<file path="src/hw/rsc_cfg.svh">
`ifndef RSC_CFG_SVH
`define RSC_CFG_SVH
`define RSC_CLK_HZ         25000000
`define RSC_PULSE_MS       350
`define RSC_SWAP_MIN_MS    100
`define RSC_DEBOUNCE_MS    10
`define RSC_HEALTH_HALF_MS 1000
`define RSC_SETTLE_MS      1000
`define RSC_MS_CYCLES      (`RSC_CLK_HZ / 1000)
`endif

</file>
<file path="src/hw/rsc_pkg.sv">
package rsc_pkg;
    typedef enum logic [1:0] {
        RSC_IDLE,
        RSC_PULSE,
        RSC_SETTLE
    } rsc_state_e;
    typedef struct packed {
        logic pos_a_cmd;
        logic pos_b_cmd;
    } rsc_sw_cmd_s;
    typedef struct packed {
        logic pos_a_ind;
        logic pos_b_ind;
    } rsc_sw_ind_s;
endpackage : rsc_pkg

</file>
<file path="src/hw/rsc_ctrl.sv">
// Notes on behaviour
// - mode pin open means automatic, grounded means manual
// - automatic: online unit fault moves both switches to the other unit
// - no automatic switchover while offline unit is also faulted
// - remote mode applies only with pin open; grounded pin forces manual
// - automatic: swap request acts only if offline unit is healthy
// - manual: every swap request made outside a pulse or settle period moves both switches
// - remote swap command acts like a swap pin pulse but needs no 100 ms minimum hold
// - half hertz health square wave while all is well, stopped on problem
// - online contacts close for the online unit
// - fault contacts close for a faulted unit
// - redundancy flags driven to both units
// - address offset output driven to unit B
// - switch moved by one 350 ms pulse on position A or B line
// - position outputs grounded for the online unit, open otherwise
`include "rsc_cfg.svh"
module rsc_ctrl
    import rsc_pkg::*;
#(
    parameter int PULSE_MS       = `RSC_PULSE_MS,
    parameter int SWAP_MIN_MS    = `RSC_SWAP_MIN_MS,
    parameter int HEALTH_HALF_MS = `RSC_HEALTH_HALF_MS,
    parameter int SETTLE_MS      = `RSC_SETTLE_MS,
    parameter int MS_CYCLES      = `RSC_MS_CYCLES
)
(
    input  wire logic  clk,
    input  wire logic  rst,
    input  wire logic  redundancy_mode_select,
    input  wire logic  swap_request_n,
    input  wire logic  remote_swap_command,
    input  wire logic  remote_mode_manual,
    input  wire logic  unit_a_health_input,
    input  wire logic  unit_b_health_input,
    input  rsc_sw_ind_s tx_ind_n,
    input  rsc_sw_ind_s rx_ind_n,
    output rsc_sw_cmd_s tx_cmd,
    output rsc_sw_cmd_s rx_cmd,
    output logic       unit_a_online_contact,
    output logic       unit_b_online_contact,
    output logic       unit_a_fault_contact,
    output logic       unit_b_fault_contact,
    output logic       unit_a_position_n,
    output logic       unit_b_position_n,
    output logic       controller_health_pulse,
    output logic       unit_a_redundant_flag_n,
    output logic       unit_b_redundant_flag_n,
    output logic       unit_b_address_offset_n,
    output logic       manual_mode,
    output logic       switch_problem
);
    localparam logic [15:0] MS_CNT  = 16'(MS_CYCLES);
    localparam logic [15:0] P_MS    = 16'(PULSE_MS);
    localparam logic [15:0] H_MS    = 16'(HEALTH_HALF_MS);
    localparam logic [15:0] S_MS    = 16'(SETTLE_MS);

    logic        ms_tick;
    logic [15:0] div_q;
    logic [15:0] div_d;
    logic        mode_f;
    logic        swap_f;
    logic        a_ok_f;
    logic        b_ok_f;
    logic        txa_f;
    logic        txb_f;
    logic        rxa_f;
    logic        rxb_f;

    assign ms_tick = (div_q + 16'h0001 >= MS_CNT);

    rsc_filter #(.HOLD_MS(`RSC_DEBOUNCE_MS)) u_mode (.clk(clk), .rst(rst), .ms_tick(ms_tick),
        .raw(redundancy_mode_select), .clean(mode_f));
    rsc_filter #(.HOLD_MS(SWAP_MIN_MS)) u_swap (.clk(clk), .rst(rst), .ms_tick(ms_tick),
        .raw(swap_request_n), .clean(swap_f));
    rsc_filter #(.HOLD_MS(`RSC_DEBOUNCE_MS)) u_fa (.clk(clk), .rst(rst), .ms_tick(ms_tick),
        .raw(unit_a_health_input), .clean(a_ok_f));
    rsc_filter #(.HOLD_MS(`RSC_DEBOUNCE_MS)) u_fb (.clk(clk), .rst(rst), .ms_tick(ms_tick),
        .raw(unit_b_health_input), .clean(b_ok_f));
    rsc_filter #(.HOLD_MS(`RSC_DEBOUNCE_MS)) u_ta (.clk(clk), .rst(rst), .ms_tick(ms_tick),
        .raw(tx_ind_n.pos_a_ind), .clean(txa_f));
    rsc_filter #(.HOLD_MS(`RSC_DEBOUNCE_MS)) u_tb (.clk(clk), .rst(rst), .ms_tick(ms_tick),
        .raw(tx_ind_n.pos_b_ind), .clean(txb_f));
    rsc_filter #(.HOLD_MS(`RSC_DEBOUNCE_MS)) u_ra (.clk(clk), .rst(rst), .ms_tick(ms_tick),
        .raw(rx_ind_n.pos_a_ind), .clean(rxa_f));
    rsc_filter #(.HOLD_MS(`RSC_DEBOUNCE_MS)) u_rb (.clk(clk), .rst(rst), .ms_tick(ms_tick),
        .raw(rx_ind_n.pos_b_ind), .clean(rxb_f));

    logic       a_fault;
    logic       b_fault;
    logic       manual;
    logic       ind_a;
    logic       ind_b;
    logic       online_b;
    logic       swap_prev_q;
    logic       swap_evt;
    logic       want;
    rsc_state_e st_q;
    rsc_state_e st_d;
    logic       tgt_q;
    logic       tgt_d;
    logic [15:0] tm_q;
    logic [15:0] tm_d;
    logic       prob_q;
    logic       prob_d;
    logic [15:0] hc_q;
    logic [15:0] hc_d;
    logic       hw_q;
    logic       hw_d;

    // divider restarts as a pulse starts so the pulse spans whole milliseconds
    always_comb
    begin
        div_d = (div_q + 16'h0001 >= MS_CNT) ? 16'h0000 : div_q + 16'h0001;
        if (st_q == RSC_IDLE && want)
        begin
            div_d = 16'h0000;
        end
    end

    assign a_fault = a_ok_f;
    assign b_fault = b_ok_f;
    assign manual  = ~mode_f | remote_mode_manual;
    assign ind_a   = ~txa_f & ~rxa_f & txb_f & rxb_f;
    assign ind_b   = ~txb_f & ~rxb_f & txa_f & rxa_f;
    assign online_b = ind_b | (~ind_a & tgt_q);
    assign swap_evt = (~swap_f & swap_prev_q) | remote_swap_command;

    always_comb
    begin
        want = 1'b0;
        if (swap_evt)
        begin
            if (manual)
            begin
                want = 1'b1;
            end
            else
            begin
                want = online_b ? ~a_fault : ~b_fault;
            end
        end
        else if (!manual)
        begin
            want = online_b ? (b_fault & ~a_fault)
                            : (a_fault & ~b_fault);
        end
    end

    always_comb
    begin
        st_d   = st_q;
        tgt_d  = tgt_q;
        tm_d   = tm_q;
        prob_d = prob_q;
        case (st_q)
            RSC_IDLE:
            begin
                if (want)
                begin
                    tgt_d = ~online_b;
                    tm_d  = 16'h0000;
                    st_d  = RSC_PULSE;
                end
                else if (online_b != tgt_q || !(ind_a | ind_b))
                begin
                    prob_d = 1'b1;
                end
                else
                begin
                    prob_d = 1'b0;
                end
            end
            RSC_PULSE:
            begin
                if (ms_tick)
                begin
                    tm_d = tm_q + 16'h0001;
                    if (tm_q + 16'h0001 >= P_MS)
                    begin
                        tm_d = 16'h0000;
                        st_d = RSC_SETTLE;
                    end
                end
            end
            RSC_SETTLE:
            begin
                if (ms_tick)
                begin
                    tm_d = tm_q + 16'h0001;
                    if (tm_q + 16'h0001 >= S_MS)
                    begin
                        st_d = RSC_IDLE;
                    end
                end
            end
            default:
            begin
                st_d = RSC_IDLE;
            end
        endcase
    end

    always_comb
    begin
        hc_d = hc_q;
        hw_d = hw_q;
        if (prob_q)
        begin
            hc_d = 16'h0000;
            hw_d = 1'b0;
        end
        else if (ms_tick)
        begin
            if (hc_q + 16'h0001 >= H_MS)
            begin
                hc_d = 16'h0000;
                hw_d = ~hw_q;
            end
            else
            begin
                hc_d = hc_q + 16'h0001;
            end
        end
    end

    always_ff @(posedge clk)
    begin
        if (rst)
        begin
            div_q       <= 16'h0000;
            swap_prev_q <= 1'b1;
            st_q        <= RSC_IDLE;
            tgt_q       <= 1'b0;
            tm_q        <= 16'h0000;
            prob_q      <= 1'b0;
            hc_q        <= 16'h0000;
            hw_q        <= 1'b0;
        end
        else
        begin
            div_q       <= div_d;
            swap_prev_q <= swap_f;
            st_q        <= st_d;
            tgt_q       <= tgt_d;
            tm_q        <= tm_d;
            prob_q      <= prob_d;
            hc_q        <= hc_d;
            hw_q        <= hw_d;
        end
    end

    always_comb
    begin
        tx_cmd.pos_a_cmd = (st_q == RSC_PULSE) & ~tgt_q;
        tx_cmd.pos_b_cmd = (st_q == RSC_PULSE) & tgt_q;
        rx_cmd.pos_a_cmd = (st_q == RSC_PULSE) & ~tgt_q;
        rx_cmd.pos_b_cmd = (st_q == RSC_PULSE) & tgt_q;
    end

    assign unit_a_online_contact   = ~online_b;
    assign unit_b_online_contact   = online_b;
    assign unit_a_fault_contact    = a_fault;
    assign unit_b_fault_contact    = b_fault;
    assign unit_a_position_n       = online_b;
    assign unit_b_position_n       = ~online_b;
    assign controller_health_pulse = hw_q;
    assign unit_a_redundant_flag_n = 1'b0;
    assign unit_b_redundant_flag_n = 1'b0;
    assign unit_b_address_offset_n = 1'b0;
    assign manual_mode             = manual;
    assign switch_problem          = prob_q;
endmodule : rsc_ctrl

</file>
<file path="src/hw/rsc_filter.sv">
`include "rsc_cfg.svh"
module rsc_filter
    import rsc_pkg::*;
#(
    parameter int HOLD_MS = `RSC_DEBOUNCE_MS
)
(
    input  wire logic clk,
    input  wire logic rst,
    input  wire logic ms_tick,
    input  wire logic raw,
    output logic      clean
);
    localparam logic [15:0] HOLD = 16'(HOLD_MS);
    logic        s1_q;
    logic        s2_q;
    logic        clean_q;
    logic        clean_d;
    logic [15:0] cnt_q;
    logic [15:0] cnt_d;

    always_comb
    begin
        clean_d = clean_q;
        cnt_d   = cnt_q;
        if (s2_q == clean_q)
        begin
            cnt_d = 16'h0000;
        end
        else if (ms_tick)
        begin
            if (cnt_q + 16'h0001 >= HOLD)
            begin
                clean_d = s2_q;
                cnt_d   = 16'h0000;
            end
            else
            begin
                cnt_d = cnt_q + 16'h0001;
            end
        end
    end

    always_ff @(posedge clk)
    begin
        if (rst)
        begin
            s1_q    <= 1'b1;
            s2_q    <= 1'b1;
            clean_q <= 1'b1;
            cnt_q   <= 16'h0000;
        end
        else
        begin
            s1_q    <= raw;
            s2_q    <= s1_q;
            clean_q <= clean_d;
            cnt_q   <= cnt_d;
        end
    end

    assign clean = clean_q;
endmodule : rsc_filter

</file>
<file path="config.mk">
export PLATFORM = sky130hd
export DESIGN_NAME = rsc_ctrl
export DESIGN_NICKNAME = d
export VERILOG_FILES = /design/src/hw/rsc_pkg.sv /design/src/hw/rsc_ctrl.sv /design/src/hw/rsc_filter.sv
export VERILOG_INCLUDE_DIRS = /design/src /design/src/hw
export SDC_FILE = /design/constraint.sdc
export NUM_CORES = 1
export LEC_CHECK = 0
export BUFFER_PORTS_ARGS = -buffer_cell sky130_fd_sc_hd__buf_2
export CAP_MARGIN = 20
export CORE_MARGIN = 10
export CORE_UTILIZATION = 55
export CTS_BUF_LIST = sky130_fd_sc_hd__clkbuf_8 sky130_fd_sc_hd__clkbuf_16
export DETAILED_ROUTE_END_ITERATION = 8
export PLACE_DENSITY = 0.72
export REMOVE_ABC_BUFFERS = 1
export SLEW_MARGIN = 10
export SYNTH_ARGS = -nofsm -noshare
export SYNTH_HDL_FRONTEND = slang
export SYNTH_SLANG_ARGS = --single-unit
</file>
<file path="constraint.sdc">
create_clock -name clk -period 5.3 [get_ports clk]
set_input_delay 0.265 -clock clk [delete_from_list [all_inputs] [get_ports clk]]
set_output_delay 0.265 -clock clk [all_outputs]
set_load 0.02 [all_outputs]
</file>
# ---- After elaboration in Yosys (flattened, before gate mapping)
# Cells that the tools add are included.
dict set report word_totals {
  output_inout_bits 16
  latchBits 0
  mem_count 0
  inputBits 12
  ramBits 0
  mem_bits_ro 0
  register_bits 206
  elab_cells 170
}
dict set report op_classes {
  magnitude_cmp 12
  shift 0
  n_mux 26
  mul 0
  n_eq_ne 16
  n_reduce_logical 28
  div 0
  n_bitwise 37
  addsub 11
}
# cell count
set op_table {}
lappend op_table {{2-to-1 mux 16 bit} 13}
lappend op_table {{adder 16 x 1 -> 16 bit (second input constant)} 11}
lappend op_table {{greater-or-equal comparator 16 x 4 -> 1 bit (second input constant)} 7}
lappend op_table {{case mux 16 bit (3 select lines)} 1}
lappend op_table {{greater-or-equal comparator 16 x 10 -> 1 bit (second input constant)} 2}
lappend op_table {{AND reduction 3 bit} 8}
lappend op_table {{NOT 1 bit} 21}
lappend op_table {{OR reduction 2 bit} 9}
lappend op_table {{greater-or-equal comparator 16 x 15 -> 1 bit (second input constant)} 1}
lappend op_table {{greater-or-equal comparator 16 x 7 -> 1 bit (second input constant)} 1}
lappend op_table {{greater-or-equal comparator 16 x 9 -> 1 bit (second input constant)} 1}
lappend op_table {{AND 1 bit} 12}
lappend op_table {{2-to-1 mux 2 bit} 5}
lappend op_table {{inequality test 2 bit (second input constant)} 5}
lappend op_table {{== test 1 bit} 8}
lappend op_table {{2-to-1 mux 1 bit} 6}
lappend op_table {{case mux 2 bit (3 select lines)} 1}
lappend op_table {{AND reduction 2 bit} 3}
lappend op_table {{AND reduction 5 bit} 1}
lappend op_table {{bitwise OR 1 bit} 4}
lappend op_table {{AND reduction 4 bit} 1}
lappend op_table {{nonzero test 3 bit} 1}
lappend op_table {{OR reduction 3 bit} 1}
lappend op_table {{== test 2 x 1 -> 1 bit (second input constant)} 1}
lappend op_table {{other kinds (6)} 6}

# ---- Logic depth before layout (Yosys ltp)
# Gate-level depths: netlist of the first run.
dict set report depth {
  depth_word 12
  depth_mapped 11
  mapped_depth_nobuf 10
}

# ---- Cells and area by module
# From an unflattened synthesis of the first run, not the netlist that was laid out.
dict set report unflattened {
  cells_unflattened 1233
  hier_area_um2 11041.8
}
# module area_per_inst_um2 seq_area_each_um2 instances cells_each
set by_module_without_submodules {}
lappend by_module_without_submodules {{rsc_filter (u_fa ...)} 958.4 380.4 7 102}
lappend by_module_without_submodules {rsc_ctrl 3310.7 1081.0 1 401}
lappend by_module_without_submodules {{rsc_filter (u_swap)} 1022.2 380.4 1 118}

# ---- Worst setup path after synthesis of the first run
# OpenSTA, ideal clock, no wires.
dict set report synth_path {
  path_kind {register to register}
  from {register div_q[0]}
  to {register tm_q[9]}
  period_less_slack_ns 2.727
  arrival_time_ns 2.657
  t_required_ns 5.230
  setup_ns 0.070
  path_stages_with_launch 11
  slack_ns 2.573
  n_path_buf 1
  path_cell_list {dfxtp_1 ha_1 nand3_1 nor3_2 mux2i_1 o2bb2ai_1 and2_1 o211ai_2 buf_4 or4_1 a21oi_1}
}
dict set report synth_between {
  elab_chain_cells 4
  elab_cells_between_ends 5
  classes_between {add/sub: 1; order compare: 1; eq/ne: 2; reduce/logical: 1}
}
# element line_no
set synth_lines {}
lappend synth_lines {{start: declaration} rsc_ctrl.sv:58} ;# logic [15:0] div_q;
lappend synth_lines {{start signal: assignment} rsc_ctrl.sv:241} ;# div_q <= div_d;
lappend synth_lines {{adder 16 x 1 -> 16 bit *} rsc_ctrl.sv:69} ;# assign ms_tick = (div_q + 16'h0001 >= MS_CNT);
lappend synth_lines {{greater-or-equal comparator 16 x 15 -> 1 bit *} rsc_ctrl.sv:69}
lappend synth_lines {{inequality test 2 bit (no line)} --}
lappend synth_lines {{AND reduction 4 bit (no line) *} --}
lappend synth_lines {{end signal: assignment} rsc_ctrl.sv:245} ;# tm_q <= tm_d;
lappend synth_lines {{end: declaration} rsc_ctrl.sv:101} ;# logic [15:0] tm_q;
# Every way passes the cells marked *; elsewhere a longest branch is shown, timed or not.
# A chain may end at the register's enable or synchronous reset.

# ---- Worst setup path after layout of the first run
dict set report layout_path {
  from {register div_q[0]}
  to {register u_rb.cnt_q[10]}
}
dict set report layout_between {
  elab_chain_cells 2
}
# element line_no
set layout_lines {}
lappend layout_lines {{adder 16 x 1 -> 16 bit} rsc_ctrl.sv:69}
lappend layout_lines {{greater-or-equal comparator 16 x 15 -> 1 bit} rsc_ctrl.sv:69}
lappend layout_lines {{end signal: assignment} rsc_filter.sv:58} ;# cnt_q <= cnt_d;
lappend layout_lines {{end: declaration} rsc_filter.sv:19} ;# logic [15:0] cnt_q;
# Every way passes these cells.

==> impl_metrics.toml, run 1 <==
[timing]
rsz0062_at_grt = "no"
post-route-period-util = 0.642
worst_slack_ns = 1.90
period_needed_ns = 3.40
clock.fmax_ghz = 0.294
worstMarginPinSlew_ns = 1.04
hold_violations = 0
setup_viol = 0
slew_violations = 0
fin_setup_tns_ns = 0
slew_headroom = 0.303
fin_skew_ns = 0.0154

[worst_setup_path]
reg2reg_depth = 10
crit_arrival_ns = 3.83
r2r_start = "div_q[0]"
crit_required_ns = 5.73
cp-end-kind = "flip-flop"
start_kind = "flip-flop"
path_max_fanout = 64
path_class = "reg2reg"
timing.rr.end = "u_rb.cnt_q[10]"
r2r_setup_slack_ns = 1.90

[cells_and_area]
fill_cells = 1787
synthToLayoutAreaGrowth_pct = 9.70
n_antenna_cell = 0
post-route-util = 0.608
final_nets = 1364
fin_cells = 1614
drive_above_1_share = 0.0833

[hold_path]
hold_path_class = "in2reg"
hold_end = "u_ra.clean"
hp-start = "rst"
whs_path_depth = 3

[global_routing]
grt-busiest-layer = "met2"
antenna_found_initial = 0
grtUsageMet3 = 0.0260
grt_util_met2 = 0.280
grt_pass1_vias = 8642
grt_pass1_wl_mm = 41.0
overflow = 0
grt_usage = 0.178
grt_util_met1 = 0.249
grt_max_degree = 65

[die]
io_pins = 28
core_area_mm2 = 0.0201
dieArea_mm2 = 0.0264
die_height_um = 162
initial_core_util = 0.555
die_w_um = 162
rows = 52

[clock_tree]
cts_root_buffer = "clkbuf_16"
htreeDepth = 1
postCtsSetupBuffers = 0
cts_made_buffers = 24
cts_tree = "built"
ctsLongestPathBuffers = 3
clock_latency_ns = 0.52
cts_sinks = 206
clk_pin_slew_ns = 0.06

[power]
ir_drop_uv = 229
sw_frac_of_total = 0.240
p_leak_nw = 4.33
power.net_switching_mw = 0.878
power.density_mw_per_mm2 = 299
comb_power_share = 0.092
p_seq_frac = 0.437
intPower_mw = 2.77
power.share.clock = 0.471

[synthesis]
synth_area_per_cell_um2 = 8.34
syn_area_mm2 = 0.0111
yosys.area.top_type_share = 0.370
synth_ff_type = "dfxtp_1"
yosysUniqueCellTypes = 84
seq_area_frac_synth = 0.370
ys_warn_count = 0
ys_ff_latch = 206
synthTopCellsByArea = "dfxtp_1, xor2_1, nor2_1"
synth_edf_count = 0
synth_area_leader_cell = "dfxtp_1"
async_flop_share = 0
postSynthCellCount = 1337

[placed_design]
dpl.hpwl_mm = 15.9
placedCellCount = 1564
place_ws_ns = 1.89
io_buffers = 24
gp_congestion = 0.858

[route]
vias = 9477
drc = 0
wl_per_cell_um = 14.7
drtAntennaViolNets = 0
drt_iter0_markers = 762
drt-vias-per-instance = 5.87
detail_route.wirelength_mm = 23.7
firstDrtPassIters = 5

[status]
outcome = "completed"

[run]
drv_cap = 0
-- kinds of logic (layout without fill, tap and decap cells) --
| family | after synthesis | in the layout | share of synthesized area |
|---|---|---|---|
| xor+xnor | 116 | 116 | 0.0928 |
| other cells | 1 | 4 | 0.000336 |
| compound gates | 281 | 281 | 0.170 |
| fa+ha+maj | 25 | 25 | 0.0278 |
| buf+inv | 124 | 128 | 0.0493 |
| mux | 14 | 14 | 0.0129 |
| simple gates | 570 | 570 | 0.277 |
| flops | 206 | 206 | 0.370 |
-- repair_timing --
| action | CTS | global route |
|---|---|---|
| endpoints found under the hold margin | 8 | 0 |
| hold buffers | 8 | 0 |
| resized for setup | 0 | 0 |
-- per-layer routing --
| layer | part of all wire | up-vias |
|---|---|---|
| met5 | 0 | - |
| li1 | - | 4816 |
| met4 | 0.013 | 0 |
| met1 | 0.51 | 4472 |
| met3 | 0.040 | 29 |
| met2 | 0.44 | 160 |
-- worst max-delay path, cell delays in order, from the launching register on --
cell,delay (ns)
dfxtp_1,0.48
ha_1,0.31
and4b_1,0.23
and4_1,0.20
nor4_1,0.31
o2bb2ai_1,0.21
o21a_4,0.33
nor2_4,0.61
buf_12,0.32
nor3_1,0.12
nor3_1,0.18
-- cells in the mapped netlist (all sizes together) (15+ instances only) --
library cell and count:
a211oi 17, a21oi 68, a31oi 15, and2 16, and3 59, and4 17
buf 29, clkbuf 49, dfxtp 206, ha 24, inv 46, nand2 78
nand3 61, nand4 31, nor2 133, nor3 29, nor4 19, o211ai 18
o21ai 68, o32ai 16, or2 23, or3 53, xnor2 57, xor2 59
-- final cells by class --
type                            count  area (µm²)  area share
Timing Repair Buffer               40         273      0.0223
Tap cell                          270         338      0.0276
Multi-Input combinational cell   1010        6490       0.530
Clock buffer                       28         667      0.0545
Inverter                           46         173      0.0141
Clock inverter                     14         169      0.0138
Sequential cell                   206        4120       0.337
-- power groups by stage --
stage               Combinational, mW  Clock (mW)  Sequential (mW)
global placement                0.328           0             1.63
detailed placement              0.331           0             1.63
floorplan                       0.217           0             1.62
CTS                             0.337        1.76             1.60
global route                    0.374        1.83             1.60
finish                          0.336        1.72             1.60
-- worst max-delay path by stage --
stage               cells past startpoint  slack, ns             end  startpoint
finish                                 10       1.90  u_rb.cnt_q[10]    div_q[0]
detailed placement                     10       1.89  u_rb.cnt_q[10]    div_q[0]
floorplan                               9       2.03   u_fb.cnt_q[1]    div_q[0]
CTS                                    10       1.89  u_rb.cnt_q[10]    div_q[0]
global route                           10       1.51         hc_q[7]    div_q[0]
global placement                       10       2.00         hc_q[9]    div_q[0]
-- per-stage QoR --
| stage | total power, mW | instance area, µm² | hold slack (ns) |
|---|---|---|---|
| 2_1_floorplan | 1.84 | 10800 | 0.334 |
| 3_3_place_gp | 1.96 | 11300 | 0.393 |
| 3_5_place_dp | 1.96 | 11300 | 0.394 |
| 4_1_cts | 3.70 | 12200 | 0.149 |
| 5_1_grt | 3.80 | 12200 | 0.203 |
| 6_report | 3.65 | 12200 | 0.173 |
-- layout by cell type, fill, tap and decap left out, types with 52 or more instances in the layout --
| cell type | netlist | final |
|---|---|---|
| nand3_1 | 60 | 60 |
| inv_1 | 46 | 52 |
| nand2_1 | 76 | 76 |
| or3_1 | 52 | 52 |
| and3_1 | 59 | 59 |
| dfxtp_1 | 206 | 206 |
| o21ai_0 | 66 | 66 |
| xnor2_1 | 56 | 56 |
| a21oi_1 | 68 | 68 |
| nor2_1 | 132 | 132 |
| xor2_1 | 59 | 59 |
Power figures use the tool's default switching activity.
==> inputs of run 2 (changes only) <==
PLACE_DENSITY = 0.74   (was 0.72)
clock period = 2.8 ns   (was 5.3 ns; I/O delays follow)
==> impl_metrics.toml, run 2 (synthesized netlist as in run 1, its figures left out) <==
[route]
drt-vias-per-instance = 5.81
vias = 9760
firstDrtPassIters = 5
wl_per_cell_um = 15.0
drc = 0
drt_iter0_markers = 639
drtAntennaViolNets = 0
detail_route.wirelength_mm = 25.2

[clock_tree]
cts_root_buffer = "clkbuf_16"
clock_latency_ns = 0.53
cts_made_buffers = 23
cts_tree = "built"
htreeDepth = 1
clk_pin_slew_ns = 0.06
cts_sinks = 206
ctsLongestPathBuffers = 3

[die]
initial_core_util = 0.555
core_area_mm2 = 0.0201
io_pins = 28
die_height_um = 162
die_w_um = 162
rows = 52
dieArea_mm2 = 0.0264

[timing]
slew_headroom = 0.526
post-route-period-util = 0.960
slew_violations = 0
clock.fmax_ghz = 0.372
period_needed_ns = 2.69
worstMarginPinSlew_ns = 0.711
hold_violations = 0
fin_skew_ns = 0.0247
fin_setup_tns_ns = 0
setup_viol = 0

[power]
power.density_mw_per_mm2 = 553
ir_drop_uv = 465
power_mw = 7.19
p_leak_nw = 4.72

[placed_design]
io_buffers = 24
dpl.hpwl_mm = 16.5
gp_congestion = 0.867

[cells_and_area]
synthToLayoutAreaGrowth_pct = 16.6
final_common_cell = "dfxtp_1"
n_antenna_cell = 0
final_nets = 1430
final_cell_mix = "dfxtp_1, nor2_1, nand2_1, a21oi_1, o21ai_0"
drive_above_1_share = 0.147

[global_routing]
grt_pass1_vias = 8846
grt_pass1_wl_mm = 41.4
grt_usage = 0.178
grt_max_degree = 51
overflow = 0
antenna_found_initial = 0

[worst_setup_path]
crit_arrival_ns = 3.13
path_class = "reg2reg"
timing.rr.end = "hc_q[6]"
r2r_setup_slack_ns = 0.11
cp-end-kind = "flip-flop"
r2r_start = "div_q[5]"
reg2reg_depth = 10
path_max_fanout = 32
start_kind = "flip-flop"
crit_required_ns = 3.24

[run]
drv_cap = 0

[hold_path]
whs_path_depth = 2
hp-start = "rst"
hold_path_class = "in2reg"
hold_end = "switch_problem"

[status]
outcome = "completed"
run 2: final cells by class:
| class | count | area, µm² |
|---|---|---|
| repair buffers | 106 | 861 |
| multi-input cells | 1011 | 6630 |
| flip-flops and latches | 206 | 4130 |
| clock buffers | 27 | 631 |
| fillers | 1637 | 7110 |
| well taps | 270 | 338 |
| inverters | 46 | 173 |
| clock inverters | 15 | 238 |
run 2: worst max-delay path, cell delays in order, from the launching register on:
cell	delay, ns
dfxtp_1	0.46
nand4_4	0.21
nor4_4	0.36
nand3_2	0.19
xnor2_4	0.25
buf_12	0.22
nor2_4	0.07
buf_12	0.16
buf_4	0.17
or3_1	0.35
a21oi_1	0.15
run 2: worst max path at each step:
stage,from,to,depth (start not counted)
final,div_q[5],hc_q[6],10
after global routing,div_q[2],u_ta.cnt_q[9],11
after CTS,div_q[1],u_fa.cnt_q[1],10
after detailed placement,div_q[1],div_q[3],10
after global placement,u_rb.cnt_q[1],u_rb.cnt_q[1],10
after floorplan,div_q[0],u_fb.cnt_q[1],9
run 2: power by group:
| group | internal, mW | switching, mW | total (mW) |
|---|---|---|---|
| Sequential | 2.97 | 0.0397 | 3.01 |
| Clock | 2.17 | 1.24 | 3.41 |
| Combinational | 0.320 | 0.448 | 0.768 |
| Total | 5.46 | 1.73 | 7.19 |
run 2: metal layers:
metal | wire length, µm | GRT usage
met2 | 11900 | 0.298
met5 | 0 | 0
met3 | 969 | 0.0245
met1 | 11900 | 0.235
met4 | 512 | 0.0459
run 2: repair_timing:
item                                    CTS  global route
pin swaps                                 0             9
hold endpoints to repair                  8             0
hold buffers                              8             0
endpoints found under the setup margin   36           114
gates cloned                              0             3
setup buffers                             0             5
resized for setup                         6            29
run 2: per-stage QoR:
| step | std cells | area (µm²) | utilization | hold WS [ns] | worst slack, ns |
|---|---|---|---|---|---|
| 5_1_grt | 1681 | 13000 | 0.647 | 0.218 | -0.0269 |
| 6_report | 1681 | 13000 | 0.647 | 0.195 | 0.111 |
| 4_1_cts | 1673 | 12800 | 0.635 | 0.170 | 0.00513 |
| 3_3_place_gp | 1623 | 11800 | 0.587 | 0.325 | -0.0392 |
| 3_5_place_dp | 1623 | 11800 | 0.587 | 0.328 | -0.104 |
| 2_1_floorplan | 1262 | 10800 | - | 0.209 | -0.472 |
==> inputs of run 3 (changes only) <==
CTS_BUF_LIST = unset   (was sky130_fd_sc_hd__clkbuf_8 sky130_fd_sc_hd__clkbuf_16)
PLACE_DENSITY = 0.72   (was 0.74)
clock period = 3.2 ns   (was 2.8 ns; I/O delays follow)
==> impl_metrics.toml, run 3 (synthesized netlist as in run 1, its figures left out) <==
[die]
die_height_um = 162
core_area_mm2 = 0.0201
rows = 52
io_pins = 28
initial_core_util = 0.555
die_w_um = 162
dieArea_mm2 = 0.0264

[timing]
fin_skew_ns = 0.0186
slew_headroom = 0.602
period_needed_ns = 2.99
slew_violations = 0
clock.fmax_ghz = 0.335
worstMarginPinSlew_ns = 0.593
worst_hold_slack_ns = 0.184
hold_violations = 0
rsz0062_at_grt = "no"
setup_viol = 0
post-route-period-util = 0.934

[worst_setup_path]
crit_arrival_ns = 3.37
path_buf_inv = 1
crit_chain = "nand4_2 -> nor4_4 -> nand3_2 -> xnor2_4 -> buf_4 -> o32a_1 -> or2_0 -> a211oi_1"
crit_required_ns = 3.58
cpMaxStageDelayCell = "dfxtp_1"
start_kind = "flip-flop"
path_class = "reg2reg"
critPathTopFamily = "simple AND/OR/NAND/NOR gates"
cp-end-kind = "flip-flop"
path_max_fanout = 26
cpPeakStageDelay_ns = 0.47

[power]
power.density_mw_per_mm2 = 487
sw_frac_of_total = 0.250
intPower_mw = 4.53
power.share.clock = 0.465
p_seq_frac = 0.437
p_leak_nw = 4.39
power.net_switching_mw = 1.51
ir_drop_uv = 386
power_mw = 6.04
comb_power_share = 0.098

[clock_tree]
cts_sinks = 206
clk_pin_slew_ns = 0.06
cts_tree = "built"
clock_latency_ns = 0.52
htreeDepth = 1
cts_made_buffers = 23
cts_root_buffer = "clkbuf_16"
ctsLongestPathBuffers = 3

[cells_and_area]
synthToLayoutAreaGrowth_pct = 11.2
final_nets = 1382
fin_cells = 1633
final_cell_mix = "dfxtp_1, nor2_1, nand2_1, a21oi_1, o21ai_0"
n_antenna_cell = 0
post-route-util = 0.617
final_common_cell = "dfxtp_1"
drive_above_1_share = 0.101

[global_routing]
grt_util_met1 = 0.246
grt_util_met2 = 0.286
grt_pass1_vias = 8784
overflow = 0
antenna_found_initial = 0
grt_usage = 0.179
grt_pass1_wl_mm = 41.6
grt_max_degree = 36
grt-busiest-layer = "met2"
grtUsageMet3 = 0.0268

[route]
drt_iter0_markers = 659
drt-vias-per-instance = 5.81
drtAntennaViolNets = 0
firstDrtPassIters = 5
detail_route.wirelength_mm = 24.3
drc = 0
vias = 9488
wl_per_cell_um = 14.9

[placed_design]
dpl.hpwl_mm = 16.1
io_buffers = 24
placedCellCount = 1582
gp_congestion = 0.879

[status]
outcome = "completed"

[hold_path]
hold_path_class = "in2reg"

[run]
drv_cap = 0
[run 3: area by class of cell]
type / count / area [µm²]
Fill cell: 1742 / 7700
Multi-Input combinational cell: 1010 / 6520
Sequential cell: 206 / 4120
Clock buffer: 30 / 622
Timing Repair Buffer: 59 / 440
Tap cell: 270 / 338
Clock inverter: 12 / 185
Inverter: 46 / 173
[run 3: worst register-to-register path, stage by stage (launching register included)]
cell and delay (ns):
dfxtp_1 0.47, nand4_2 0.27, nor4_4 0.40, nand3_2 0.20, xnor2_4 0.38, buf_4 0.37, o32a_1 0.23, or2_0 0.45
a211oi_1 0.10
[run 3: final timing paths]
check | from | end | slack, ns | cells after the start
max | div_q[7] | u_tb.cnt_q[1] | 0.21 | 8
min | rst | switch_problem | 0.18 | 2
max reg2reg | div_q[7] | u_tb.cnt_q[1] | 0.21 | 8
min reg2reg | u_fa.s1_q | u_fa.s2_q | 0.41 | 1
[run 3: through the flow]
step           worst slack, ns  setup TNS [ns]  cell area (µm²)
3_5_place_dp             0.154               0            11500
4_1_cts                 0.0984               0            12400
2_1_floorplan          -0.0717         -0.0797            10800
6_report                 0.212               0            12400
5_1_grt                0.00925               0            12400
3_3_place_gp             0.191               0            11500
[run 3: per-layer routing]
metal	wire, µm	vias up
met5	0	-
met4	572	0
met3	1020	43
met2	10800	170
met1	11900	4429
li1	-	4846
[run 3: power by group through the flow]
stage          logic, mW  clock network (mW)  registers [mW]
3_3_place_gp       0.569                   0            2.69
3_5_place_dp       0.579                   0            2.70
4_1_cts            0.591                2.87            2.64
2_1_floorplan      0.360                   0            2.69
5_1_grt            0.655                2.98            2.64
6_report           0.590                2.81            2.64
[run 3: timing repair]
item | 4_1_cts | 5_1_grt
setup endpoints to repair | 0 | 65
gates resized for setup | 0 | 7
buffers inserted | 0 | 1
hold buffers | 8 | 0
hold endpoints to repair | 8 | 0
